[src/hdl/rftr_defines.vh]
/*
 constants for the rf front-end trim and override register group.
 assumes inclusion by bare name from the design files.
*/
`ifndef RFTR_DEFINES_VH
`define RFTR_DEFINES_VH

// ----------------------------------------
// register word offsets (index), byte address is four times the index
// ----------------------------------------
`define RFTR_IDX_OUTPUT_POWER    8'h1c
`define RFTR_IDX_ANTENNA_MATCH   8'h1d
`define RFTR_IDX_IQ_PHASE        8'h1e
`define RFTR_IDX_IQ_GAIN         8'h1f
`define RFTR_IDX_BLOCK_SLEEP     8'h20
`define RFTR_IDX_SYNTH_FORCED    8'h21
`define RFTR_IDX_PLL_FORCE       8'h22
`define RFTR_IDX_OSC_CAL         8'h23
`define RFTR_IDX_BASE            8'h1c
`define RFTR_NUM_REGS            8

// ----------------------------------------
// reset values
// ----------------------------------------
`define RFTR_RST_OUTPUT_POWER    8'h0f
`define RFTR_RST_ANTENNA_MATCH   8'h00
`define RFTR_RST_IQ_PHASE        8'h00
`define RFTR_RST_IQ_GAIN         8'h00
`define RFTR_RST_BLOCK_SLEEP     8'h00
`define RFTR_RST_SYNTH_FORCED    8'h4d
`define RFTR_RST_PLL_FORCE       8'h10
`define RFTR_RST_OSC_CAL         8'h06

// ----------------------------------------
// field positions
// ----------------------------------------
`define RFTR_NIB_HI              7:4
`define RFTR_NIB_LO              3:0
`define RFTR_BIT_AMP             7
`define RFTR_BIT_OSC             6
`define RFTR_BIT_DIVBUF          5
`define RFTR_BIT_PUMP            4
`define RFTR_BIT_FRONTEND        3
`define RFTR_BIT_VGA             2
`define RFTR_BIT_IMGFILT         1
`define RFTR_BIT_ADC             0
`define RFTR_BIT_LOOP_OPEN       7
`define RFTR_BIT_PUMP_FORCE      6
`define RFTR_BIT_TANK_FORCE      5
`define RFTR_FLD_TANK            4:0
`define RFTR_BIT_MANUAL_CAL      7
`define RFTR_BIT_CUR_FORCE       6
`define RFTR_FLD_OSC_CUR         5:0

// ----------------------------------------
// sleep policy code that lets the block sleep overrides act
// ----------------------------------------
`define RFTR_SLEEP_POLICY_OVR    2'h2

`endif

[src/hdl/rftr_reg_cell.v]
/*
 one 8-bit read/write register with a reset value.
 assumes a single clock and an active-low asynchronous reset.
*/
`timescale 1ns/1ps
`default_nettype none

module rftr_reg_cell #(
	parameter [7:0] RESET_VALUE = 8'h00
) (
	input  wire       sys_clk,
	input  wire       rst_n,
	input  wire       load,
	input  wire [7:0] load_data,
	output reg  [7:0] value
);

	// ----------------------------------------
	// storage
	// ----------------------------------------
	always @(posedge sys_clk or negedge rst_n) begin
		if (!rst_n) begin
			value <= RESET_VALUE;
		end else if (load) begin
			value <= load_data;
		end
	end

endmodule

`default_nettype wire

[src/hdl/rftr_trim_override_regs.v]
/*
 rf front-end trim and override register group with avalon-mm slave.
 assumes a word-addressed avalon-mm master on sys_clk; the sleep policy field,
 calibrated values and the calibration comparator come from elsewhere in the chip.
*/
`timescale 1ns/1ps
`default_nettype none
`include "rftr_defines.vh"

module rftr_trim_override_regs (
	input  wire        sys_clk,
	input  wire        rst_n,
	input  wire [7:0]  avs_address,
	input  wire        avs_read,
	input  wire        avs_write,
	input  wire [31:0] avs_writedata,
	input  wire [3:0]  avs_byteenable,
	output wire [31:0] avs_readdata,
	output wire        avs_waitrequest,
	output wire [1:0]  avs_response,
	input  wire [1:0]  sleep_policy_select,
	input  wire [3:0]  cal_dac_value,
	input  wire [3:0]  pump_current_cal,
	input  wire [4:0]  tank_array_cal,
	input  wire [5:0]  osc_current_cal,
	input  wire        manual_cal_comparator,
	output reg  [3:0]  high_array_level,
	output reg  [3:0]  low_array_level,
	output reg  [3:0]  rx_match_code,
	output reg  [3:0]  tx_match_code,
	output reg  [7:0]  iq_phase_correction,
	output reg  [7:0]  iq_gain_correction,
	output reg         amp_sleep,
	output reg         oscillator_sleep,
	output reg         divider_buffer_sleep,
	output reg         pump_sleep,
	output reg         frontend_sleep,
	output reg         variable_gain_sleep,
	output reg         image_rejector_sleep,
	output reg         converter_sleep,
	output reg         pll_loop_open,
	output reg  [3:0]  cal_dac_drive,
	output reg  [3:0]  pump_current,
	output reg  [4:0]  tank_array,
	output reg  [5:0]  osc_current,
	output reg         manual_osc_cal_enable,
	output reg         manual_cal_strobe,
	output reg         manual_cal_sample,
	output reg         manual_cal_result
);

	// ----------------------------------------
	// register storage
	// ----------------------------------------
	localparam [63:0] RESET_VALUES = {`RFTR_RST_OSC_CAL, `RFTR_RST_PLL_FORCE, `RFTR_RST_SYNTH_FORCED,
		`RFTR_RST_BLOCK_SLEEP, `RFTR_RST_IQ_GAIN, `RFTR_RST_IQ_PHASE,
		`RFTR_RST_ANTENNA_MATCH, `RFTR_RST_OUTPUT_POWER};

	wire [7:0]  rel_index;
	wire        hit;
	wire [2:0]  sel;
	wire [63:0] reg_flat;
	reg  [31:0] readdata;
	reg  [1:0]  response;
	reg         answered;
	reg  [1:0]  cmp_sync;
	reg         strobe_prev;

	assign rel_index = avs_address - `RFTR_IDX_BASE;
	assign hit       = (avs_address >= `RFTR_IDX_OUTPUT_POWER) && (avs_address <= `RFTR_IDX_OSC_CAL);
	assign sel       = rel_index[2:0];

	genvar gi;
	generate
		for (gi = 0; gi < `RFTR_NUM_REGS; gi = gi + 1) begin : g_reg
			rftr_reg_cell #(
				.RESET_VALUE (RESET_VALUES[gi*8 +: 8])
			) u_cell (
				.sys_clk   (sys_clk),
				.rst_n     (rst_n),
				.load      (avs_write && answered && hit && (sel == gi) && avs_byteenable[0]),
				.load_data (avs_writedata[7:0]),
				.value     (reg_flat[gi*8 +: 8])
			);
		end
	endgenerate

	wire [7:0] r_power  = reg_flat[7:0];
	wire [7:0] r_match  = reg_flat[15:8];
	wire [7:0] r_phase  = reg_flat[23:16];
	wire [7:0] r_gain   = reg_flat[31:24];
	wire [7:0] r_sleep  = reg_flat[39:32];
	wire [7:0] r_synth  = reg_flat[47:40];
	wire [7:0] r_pll    = reg_flat[55:48];
	wire [7:0] r_osccal = reg_flat[63:56];

	// ----------------------------------------
	// avalon-mm slave: one wait cycle, answer on the second edge
	// ----------------------------------------
	assign avs_waitrequest = (avs_read || avs_write) && !answered;
	assign avs_readdata    = readdata;
	assign avs_response    = response;

	always @(posedge sys_clk or negedge rst_n) begin
		if (!rst_n) begin
			answered <= 1'b0;
			readdata <= 32'h00000000;
			response <= 2'h0;
		end else if ((avs_read || avs_write) && !answered) begin
			answered <= 1'b1;
			response <= hit ? 2'h0 : 2'h2;
			if (avs_read && hit) begin
				readdata <= {24'h000000, reg_flat[sel*8 +: 8]};
			end else begin
				readdata <= 32'h00000000;
			end
		end else begin
			answered <= 1'b0;
		end
	end

	// ----------------------------------------
	// comparator synchroniser
	// ----------------------------------------
	always @(posedge sys_clk or negedge rst_n) begin
		if (!rst_n) begin
			cmp_sync <= 2'h0;
		end else begin
			cmp_sync <= {cmp_sync[0], manual_cal_comparator};
		end
	end

	// ----------------------------------------
	// control outputs
	// ----------------------------------------
	wire policy_ovr = (sleep_policy_select == `RFTR_SLEEP_POLICY_OVR);

	always @(posedge sys_clk or negedge rst_n) begin
		if (!rst_n) begin
			high_array_level      <= 4'h0;
			low_array_level       <= 4'h0;
			rx_match_code         <= 4'h0;
			tx_match_code         <= 4'h0;
			iq_phase_correction   <= 8'h00;
			iq_gain_correction    <= 8'h00;
			amp_sleep             <= 1'b0;
			oscillator_sleep      <= 1'b0;
			divider_buffer_sleep  <= 1'b0;
			pump_sleep            <= 1'b0;
			frontend_sleep        <= 1'b0;
			variable_gain_sleep   <= 1'b0;
			image_rejector_sleep  <= 1'b0;
			converter_sleep       <= 1'b0;
			pll_loop_open         <= 1'b0;
			cal_dac_drive         <= 4'h0;
			pump_current          <= 4'h0;
			tank_array            <= 5'h00;
			osc_current           <= 6'h00;
			manual_osc_cal_enable <= 1'b0;
			manual_cal_strobe     <= 1'b0;
			strobe_prev           <= 1'b0;
			manual_cal_sample     <= 1'b0;
			manual_cal_result     <= 1'b0;
		end else begin
			high_array_level      <= r_power[`RFTR_NIB_HI];
			low_array_level       <= r_power[`RFTR_NIB_LO];
			rx_match_code         <= r_match[`RFTR_NIB_HI];
			tx_match_code         <= r_match[`RFTR_NIB_LO];
			iq_phase_correction   <= r_phase;
			iq_gain_correction    <= r_gain;
			amp_sleep             <= policy_ovr && r_sleep[`RFTR_BIT_AMP];
			oscillator_sleep      <= policy_ovr && r_sleep[`RFTR_BIT_OSC];
			divider_buffer_sleep  <= policy_ovr && r_sleep[`RFTR_BIT_DIVBUF];
			pump_sleep            <= policy_ovr && r_sleep[`RFTR_BIT_PUMP];
			frontend_sleep        <= policy_ovr && r_sleep[`RFTR_BIT_FRONTEND];
			variable_gain_sleep   <= policy_ovr && r_sleep[`RFTR_BIT_VGA];
			image_rejector_sleep  <= policy_ovr && r_sleep[`RFTR_BIT_IMGFILT];
			converter_sleep       <= policy_ovr && r_sleep[`RFTR_BIT_ADC];
			pll_loop_open         <= r_pll[`RFTR_BIT_LOOP_OPEN];
			cal_dac_drive         <= r_pll[`RFTR_BIT_LOOP_OPEN] ? r_synth[`RFTR_NIB_HI] : cal_dac_value;
			pump_current          <= r_pll[`RFTR_BIT_PUMP_FORCE] ? r_synth[`RFTR_NIB_LO] : pump_current_cal;
			tank_array            <= r_pll[`RFTR_BIT_TANK_FORCE] ? r_pll[`RFTR_FLD_TANK] : tank_array_cal;
			osc_current           <= r_osccal[`RFTR_BIT_CUR_FORCE] ? r_osccal[`RFTR_FLD_OSC_CUR] : osc_current_cal;
			manual_osc_cal_enable <= r_osccal[`RFTR_BIT_MANUAL_CAL];
			manual_cal_strobe     <= r_osccal[`RFTR_BIT_MANUAL_CAL] && r_osccal[`RFTR_BIT_CUR_FORCE];
			strobe_prev           <= r_osccal[`RFTR_BIT_CUR_FORCE];
			manual_cal_sample     <= r_osccal[`RFTR_BIT_MANUAL_CAL] && strobe_prev
				&& !r_osccal[`RFTR_BIT_CUR_FORCE];
			if (r_osccal[`RFTR_BIT_MANUAL_CAL] && strobe_prev && !r_osccal[`RFTR_BIT_CUR_FORCE]) begin
				manual_cal_result <= cmp_sync[1];
			end
		end
	end

endmodule

`default_nettype wire

[config.mk]
export PLATFORM = sky130hd
export DESIGN_NAME = rftr_trim_override_regs
export DESIGN_NICKNAME = d
export VERILOG_FILES = /design/src/hdl/rftr_reg_cell.v /design/src/hdl/rftr_trim_override_regs.v
export VERILOG_INCLUDE_DIRS = /design/src /design/src/hdl
export SDC_FILE = /design/constraint.sdc
export NUM_CORES = 1
export LEC_CHECK = 0
export ABC_AREA = 1
export BUFFER_PORTS_ARGS = -buffer_cell sky130_fd_sc_hd__buf_2
export CAP_MARGIN = 10
export CORE_MARGIN = 2
export CORE_UTILIZATION = 45
export CTS_BUF_LIST = sky130_fd_sc_hd__clkbuf_4
export DETAILED_ROUTE_END_ITERATION = 8
export HOLD_SLACK_MARGIN = 0.05
export PLACE_DENSITY = 0.66
export SETUP_SLACK_MARGIN = 0.4
export SLEW_MARGIN = 5
export SYNTH_ARGS = -nofsm -noshare
export SYNTH_HDL_FRONTEND = slang
export SYNTH_SLANG_ARGS = --single-unit
[constraint.sdc]
create_clock -name sys_clk -period 1.3 [get_ports sys_clk]
set_input_delay 0.26 -clock sys_clk [delete_from_list [all_inputs] [get_ports sys_clk]]
set_output_delay 0.26 -clock sys_clk [all_outputs]
set_load 0.1 [all_outputs]
==> results.json, run 1 <==
{
  "synth_edf_count": 0,
  "finalSetupViolCount": 79,
  "cts.htree.levels": 4,
  "cap_violations": 0,
  "drt_wl_total_um": 18400,
  "swShare_pct": 32.3,
  "slew_violations": 0,
  "worst_slack_ns": -0.349,
  "power.share.combinational_pct": 21.6,
  "fmax_mhz": 606,
  "synth-warning-count": 0,
  "cts_tree": "yes",
  "ys_types": 20,
  "yosys_most_used_dff": "dfrtp_1",
  "fin_crit_ns": 1.65,
  "worstPathRequired_ns": 1.04,
  "synthCells": 732,
  "slowest_delay_ns": 0.39,
  "p_per_area_mw_per_mm2": 1010,
  "cts_made_buffers": 17,
  "violations": "setup timing",
  "arrival_ns": 1.39,
  "grt-ovfl-total": 0,
  "p_int_mw": 6.80,
  "fin_crit_sh_pct": 127,
  "nNetsFinal": 999,
  "yosysSeqAreaShare_pct": 56.7,
  "clock_latency_ns": 0.56,
  "hold_viol_final": 0,
  "path_cells": "inv_2 > o21ai_4 > clkinvlp_4 > buf_12",
  "synth.ff_latch_count": 141,
  "cts.sinks": 141,
  "port_buffers": 116,
  "synthArstFlopShare_pct": 100,
  "setup_tns_ns": -13.77,
  "grt_max_degree": 36,
  "p_seq_share_pct": 46.4,
  "ant_nets": 0,
  "vdd_drop_max_mv": 0.658,
  "via_per_inst": 4.99,
  "syn_area_per_cell_um2": 8.54,
  "drc": 0,
  "hold_path_class": "in -> reg",
  "worst_hold_slack_ns": 0.0775,
  "final_core_util_pct": 72.1,
  "synthTopCellsByCount": "nand2_1 (332), dfrtp_1 (130), nand3_1 (75), inv_1 (66), buf_4 (25)",
  "synth_area_leader_cell": "dfrtp_1",
  "dp_hpwl_um": 12300,
  "cp-start-kind": "register",
  "antenna_found_initial": 0,
  "min_delay_path_depth": 3,
  "path_delay_family": "flip-flops",
  "cts.path.max_buffers": 2,
  "status": "finished with violations",
  "die_y_um": 122,
  "syn2layout_area_growth_pct": 58.1,
  "drive_gt1_share_pct": 44.4,
  "grt_pass1_wl_um": 27600,
  "core_area_mm2": 0.0137,
  "finClkSkew_ns": 0.0173,
  "wl_per_cell_um": 16.4,
  "synth_top_cell_area_share_pct": 52.0,
  "switching_power_mw": 3.24,
  "criticalPathCategory": "reg -> out",
  "start_util_pct": 45.6,
  "die_x_um": 122,
  "p_leak_nw": 4.77,
  "via_count": 5600,
  "dieArea_mm2": 0.0148,
  "ios": 169,
  "crit_cells": 4,
  "first_pass_iters": 6,
  "synthMostInstantiatedCell": "nand2_1",
  "grt_use_total_pct": 24.6,
  "yosys-top-cells-area": "dfrtp_1 (52%), nand2_1 (20%), nand3_1 (6.0%)",
  "path_max_fanout": 2,
  "r2r_cells": 6,
  "clk_pin_slew_ns": 0.12,
  "clock_power_share_pct": 32.0,
  "grt_pass1_vias": 5419,
  "first_iter_violations": 498,
  "n_fill_cell": 955,
  "crit_buf_inv": 3,
  "grt_setup_unrepaired": "true",
  "rows": 43,
  "syn_area_mm2": 0.00625,
  "endpoint_kind": "output pin",
  "gp_congestion": 0.914,
  "slowest_stage": "dfrtp_1",
  "cts_root_buf": "clkbuf_4"
}
-- final cells by class --
type / count / area, µm² / area share, %
Antenna cell: 1 / 2.50 / 0.0253
Clock buffer: 18 / 135 / 1.37
Multi-Input combinational cell: 490 / 2490 / 25.2
Sequential cell: 141 / 3820 / 38.6
Tap cell: 180 / 225 / 2.28
Clock inverter: 14 / 191 / 1.94
Inverter: 71 / 290 / 2.94
Timing Repair Buffer: 208 / 2730 / 27.6
-- cells in the final DEF, fill, tap and decap left out, types with 4 or more instances in the layout --
cell type      count
conb_1            25
dfrtp_1           56
clkbuf_4          18
nand2_2           62
dlygate4sd3_1     26
buf_4             39
o21ai_1            4
nand3_2           12
bufinv_16          4
o21ai_0            8
nor2_1            12
nand3_1           62
nand2_4            5
inv_2              9
inv_1             56
dfrtp_4           73
buf_12            86
clkbuf_16          5
inv_6              5
nand2_1          269
buf_2             41
nor2_4             9
nand3_4           10
buf_6             10
dfstp_2           11
o21ai_2            4
a21oi_1            4
-- timing repair --
action / 4_1_cts / 5_1_grt
setup endpoints to repair: 154 / 160
buffers inserted: 9 / 10
hold buffers: 26 / 0
gates cloned: 0 / 8
hold endpoints to repair: 162 / 0
pin swaps: 17 / 66
resized for setup: 30 / 87
-- cells by family after synthesis --
family	after synthesis	share of synthesized area (%)
compound gates	21	1.68
buf+inv	125	9.99
flops	141	56.7
other cells	1	0.0600
simple gates	444	31.6
-- power groups by stage --
stage	clock network (mW)	logic (mW)	registers, mW
final	3.21	2.17	4.65
after detailed placement	0	1.91	4.74
after floorplan	0	0.844	5.17
after global routing	3.42	2.27	4.67
after CTS	3.24	2.04	4.65
after global placement	0	1.89	4.73
-- sequential cells by signal, summed over array words and instances (netlist names), 2 cells and up --
name,count
cmp_sync,2
tank_array,5
cal_dac_drive,4
pump_current,4
g.u_cell.value,64
iq_phase_correction,8
rx_match_code,4
osc_current,6
low_array_level,4
iq_gain_correction,8
tx_match_code,4
avs_readdata,8
high_array_level,4
-- final timing paths --
path	start	to	slack (ns)
setup / recovery	answered	avs_waitrequest	-0.35
hold / removal	avs_writedata[4]	g_reg[6].u_cell.value[4]	0.08
setup reg to reg	answered	g_reg[5].u_cell.value[4]	-0.02
hold reg to reg	cmp_sync[0]	cmp_sync[1]	0.37
max in group asynchronous	rst_n	g_reg[5].u_cell.value[6]	0.58
min in group asynchronous	rst_n	iq_gain_correction[1]	0.17
-- per-stage QoR --
stage	instances	setup slack, ns	power, mW	area [µm²]
floorplan	756	-0.0806	6.02	6770
global placement	1037	-0.0374	6.62	8670
detailed placement	1037	-0.0990	6.65	8670
CTS	1104	-0.340	9.92	9410
global route	1122	-0.434	10.4	9880
finish	1123	-0.349	10.0	9890
-- worst register-to-register path: cells and delay by family (launching register included) --
kind,cells,cell delay (ns)
AND/OR/NAND/NOR,4,0.52
flip-flops,1,0.39
buffers and inverters,2,0.36
-- routing by layer --
layer  part of all wire (%)  GRT usage [%]  routed length (µm)  vias up
met5                      0              0                   0        -
met4                    2.4           9.05                 439        0
met3                    7.6           4.73                1400       44
met2                     51           41.1                9360      281
met1                     39           32.1                7230     2689
li1                       -              -                   -     2586
Power figures use the tool's default switching activity.
==> inputs of run 2 (changes only) <==
GPL_TIMING_DRIVEN = 1   (was default)
clock period = 2 ns   (was 1.3 ns; I/O delays follow)
==> results.json, run 2 (synthesis gave the netlist of run 1 again) <==
{
  "worstPathRequired_ns": 1.60,
  "drive_gt1_share_pct": 24.3,
  "final_cell_mix": "nand2_1 (332), dfrtp_1 (130), nand3_1 (75)",
  "dp_cells": 1018,
  "worst_hold_slack_ns": 0.0808,
  "hold_path_class": "in -> reg",
  "cts.path.max_buffers": 2,
  "criticalPathCategory": "reg -> out",
  "endpoint_kind": "output pin",
  "cts_root_buf": "clkbuf_4",
  "place_area_mm2": 0.00699,
  "arrival_ns": 1.35,
  "crit-reg2reg-launch": "answered",
  "n_antenna_cell": 0,
  "clock_latency_ns": 0.57,
  "grt_setup_unrepaired": "true",
  "p_leak_nw": 4.41,
  "via_count": 5060,
  "instances_no_fill": 1073,
  "nNetsFinal": 951,
  "grt_pass1_vias": 4905,
  "ios": 169,
  "final_common_cell": "nand2_1",
  "p_per_area_mw_per_mm2": 703,
  "drc": 0,
  "crit_start": "answered",
  "grt_max_degree": 65,
  "stdcell_area_mm2": 0.00826,
  "hold_path.startpoint": "osc_current_cal[1]",
  "grt_use_total_pct": 22.9,
  "finalSetupViolCount": 0,
  "dieArea_mm2": 0.0148,
  "drt_wl_total_um": 16200,
  "cts_tree": "yes",
  "start_util_pct": 45.6,
  "grt_pass1_wl_um": 25300,
  "path_max_fanout": 2,
  "largest_reg_flops": 64,
  "die_y_um": 122,
  "gp_congestion": 0.887,
  "grt-ovfl-total": 0,
  "cts.sinks": 141,
  "ant_nets": 0,
  "status": "completed",
  "cts.htree.levels": 4,
  "wl_per_cell_um": 15.1,
  "rows": 43,
  "antenna_found_initial": 0,
  "fin_crit_ns": 1.75,
  "hold_viol_final": 0,
  "vdd_drop_max_mv": 0.495,
  "first_iter_violations": 363,
  "via_per_inst": 4.72,
  "clk_pin_slew_ns": 0.11,
  "cp-start-kind": "register",
  "cts_made_buffers": 17,
  "fmax_mhz": 570,
  "largest_register": "g.u_cell.value",
  "first_pass_iters": 5,
  "setup_tns_ns": 0,
  "finClkSkew_ns": 0.0186,
  "syn2layout_area_growth_pct": 32.1,
  "dp_hpwl_um": 10600,
  "core_area_mm2": 0.0137,
  "slew_violations": 0,
  "cap_violations": 0,
  "port_buffers": 116,
  "final_core_util_pct": 60.2,
  "die_x_um": 122,
  "fin_crit_sh_pct": 87.6
}
==> run 2: changes by cell type in the layout (fill, tap and decap cells not counted), sizes merged <==
| cell | change |
|---|---|
| clkinvlp | +3 |
| dlygate4sd3 | -10 |
| diode | -1 |
| buf | -33 |
| clkbuf | -4 |
| bufinv | -3 |
| inv | -3 |
| clkinv | +1 |
==> run 2: final cells by class <==
class / instances / area [µm²]
Clock buffer: 19 / 143
Multi-Input combinational cell: 490 / 2190
Fill cell: 1235 / 5460
Inverter: 71 / 270
Tap cell: 180 / 225
Timing Repair Buffer: 160 / 1800
Clock inverter: 12 / 98.8
Sequential cell: 141 / 3540
==> run 2: repair_timing <==
action                                 in CTS  in global routing
setup endpoints to repair                  74                 67
gates resized for setup                   172                 63
endpoints found under the hold margin      62                  0
setup buffers                               2                  6
hold buffers                               16                  0
==> run 2: worst paths after layout <==
check / slack (ns) / to / depth (start not counted)
max in group asynchronous: 1.00 / g_reg[0].u_cell.value[1] / 3
worst min register to register: 0.36 / cmp_sync[1] / 0
worst max-delay path: 0.25 / avs_waitrequest / 4
min in group asynchronous: 0.29 / g_reg[7].u_cell.value[4] / 2
worst min-delay path: 0.08 / osc_current[1] / 3
worst max register to register: 0.48 / g_reg[5].u_cell.value[1] / 7
==> run 2: power breakdown <==
| part | switching [mW] | leakage, nW | internal [mW] |
|---|---|---|---|
| combinational | 0.887 | 2.42 | 0.302 |
| sequential | 0.0570 | 1.87 | 2.93 |
| clock | 1.01 | 0.122 | 0.621 |
==> run 2: metrics by stage <==
step                worst slack, ns  total power, mW
floorplan                     0.446             3.84
global placement              0.300             4.05
detailed placement            0.274             4.06
CTS                           0.208             5.80
global route                  0.158             6.07
finish                        0.247             5.81
==> run 2: metal layers <==
layer  wire, µm  share of wire [%]  GRT usage (%)  vias up
met1       6790                 42           29.6     2370
met5          0                  0              0        -
li1           -                  -              -     2483
met2       8050                 50           37.1      178
met4        365                2.3           9.12        0
met3        979                6.0           5.85       29
==> run 2: critical path: stages (launching register included) <==
cell and delay, ns:
dfrtp_1 0.37, inv_2 0.05, o21ai_4 0.07, clkinvlp_4 0.13, buf_12 0.17
==> inputs of run 3 (changes only) <==
CAP_MARGIN = 20   (was 10)
clock period = 2.1 ns   (was 2 ns; I/O delays follow)
==> results.json, run 3 (synthesis gave the netlist of run 1 again) <==
{
  "start_util_pct": 45.6,
  "use_met1_pct": 28.4,
  "final_core_util_pct": 55.6,
  "grt_pass1_wl_um": 24100,
  "p_per_area_mw_per_mm2": 740,
  "grt_use_total_pct": 21.8,
  "first_pass_iters": 5,
  "crit-reg2reg-launch": "answered",
  "wl_per_cell_um": 14.3,
  "dieArea_mm2": 0.0148,
  "cts.sinks": 141,
  "multi_input_area_mm2": 0.00219,
  "first_iter_violations": 264,
  "grt_pass1_vias": 4662,
  "fmax_mhz": 566,
  "fin_crit_sh_pct": 84.2,
  "use_met3_pct": 4.68,
  "gr-usage-met2_pct": 35.5,
  "cts.htree.levels": 4,
  "antenna_found_initial": 0,
  "cts_root_buf": "clkbuf_4",
  "clk_pin_slew_ns": 0.10,
  "port_buffers": 116,
  "top_usage_layer": "met2",
  "nNetsFinal": 940,
  "syn2layout_area_growth_pct": 22.1,
  "ant_nets": 0,
  "dp_hpwl_um": 10500,
  "fin_crit_ns": 1.77,
  "crit_buf_inv": 3,
  "clock_latency_ns": 0.55,
  "grt_setup_unrepaired": "true",
  "core_area_mm2": 0.0137,
  "p_total_mw": 5.65,
  "drive_gt1_share_pct": 24.0,
  "die_x_um": 122,
  "via_per_inst": 4.64,
  "grt-ovfl-total": 0,
  "worstPathRequired_ns": 1.68,
  "hold_viol_final": 0,
  "drc": 0,
  "p_leak_nw": 4.25,
  "endpoint_kind": "output pin",
  "slew_violations": 0,
  "path_cells": "inv_2 > o21ai_4 > clkinvlp_4 > buf_12",
  "path_delay_family": "buffers and inverters",
  "vdd_drop_max_mv": 0.367,
  "drt_wl_total_um": 15200,
  "cap_violations": 0,
  "arrival_ns": 1.35,
  "largest_reg_flops": 64,
  "slowest_delay_ns": 0.37,
  "status": "completed",
  "cts_made_buffers": 17,
  "finalSetupViolCount": 0,
  "slowest_stage": "dfrtp_1",
  "hold_path.startpoint": "tank_array_cal[2]",
  "finClkSkew_ns": 0.0223,
  "cts_tree": "yes",
  "min_delay_path_depth": 3,
  "largest_register": "g.u_cell.value",
  "final_cell_mix": "nand2_1 (332), dfrtp_1 (130), buf_4 (88)",
  "min_to": "tank_array[2]",
  "regToRegEndpoint": "g_reg[1].u_cell.value[1]",
  "r2r_setup_slack_ns": 0.65,
  "cts.path.max_buffers": 2,
  "via_count": 4928,
  "grt_max_degree": 45,
  "setup_tns_ns": 0,
  "cp-start-kind": "register",
  "die_y_um": 122,
  "criticalPathCategory": "reg -> out",
  "hold_path_class": "in -> reg",
  "n_fill_cell": 1267,
  "n_antenna_cell": 0,
  "gp_congestion": 0.883,
  "layout.area.seq_mm2": 0.00354,
  "rows": 43,
  "ios": 169,
  "r2r_cells": 6,
  "final_common_cell": "nand2_1",
  "path_max_fanout": 2
}
-- run 3: worst max path at each step --
| stage | from | cells after the start | slack [ns] | endpoint |
|---|---|---|---|---|
| 2_1_floorplan | avs_read | 3 | 0.41 | avs_waitrequest |
| 3_3_place_gp | avs_read | 4 | 0.32 | avs_waitrequest |
| 3_5_place_dp | avs_read | 4 | 0.31 | avs_waitrequest |
| 4_1_cts | answered | 4 | 0.28 | avs_waitrequest |
| 5_1_grt | answered | 4 | 0.25 | avs_waitrequest |
| 6_report | answered | 4 | 0.33 | avs_waitrequest |
-- run 3: report_power, final --
| group | switching [mW] | internal (mW) | total [mW] |
|---|---|---|---|
| logic | 0.836 | 0.212 | 1.05 |
| clock network | 0.915 | 0.857 | 1.77 |
| registers | 0.0373 | 2.79 | 2.83 |
| total | 1.79 | 3.86 | 5.65 |
-- run 3: per-layer routing --
metal	vias to the layer above	routed length [µm]
met1	2289	6590
li1	2462	-
met3	28	864
met5	-	0
met4	0	331
met2	149	7380
-- run 3: tightest hold or removal path: cells and delay by family --
kind,cells,cell delay (ns)
buf+inv,1,0.08
compound gates,1,0.05
simple gates,1,0.04
-- run 3: timing repair --
item | CTS | global route
buffers inserted | 2 | 1
hold endpoints to repair | 46 | 0
hold buffers | 10 | 0
endpoints found under the setup margin | 74 | 4
cloned | 0 | 0
resized for setup | 82 | 3
pin swaps | 0 | 0
-- run 3: through the flow --
| stage | worst slack (ns) | instances | cell area, µm² | hold slack, ns |
|---|---|---|---|---|
| final | 0.332 | 1063 | 7630 | 0.0946 |
| after CTS | 0.285 | 1062 | 7610 | 0.0534 |
| after global routing | 0.245 | 1063 | 7630 | 0.0727 |
| after detailed placement | 0.315 | 1018 | 7000 | 0.336 |
| after floorplan | 0.410 | 756 | 6350 | 0.124 |
| after global placement | 0.324 | 1018 | 7000 | 0.334 |
-- run 3: area by class of cell --
| cell class | instances | area share [%] |
|---|---|---|
| Clock buffer | 21 | 2.07 |
| Clock inverter | 11 | 1.66 |
| Inverter | 71 | 3.54 |
| Multi-Input combinational cell | 490 | 28.6 |
| Sequential cell | 141 | 46.4 |
| Tap cell | 180 | 2.95 |
| Timing Repair Buffer | 149 | 14.7 |
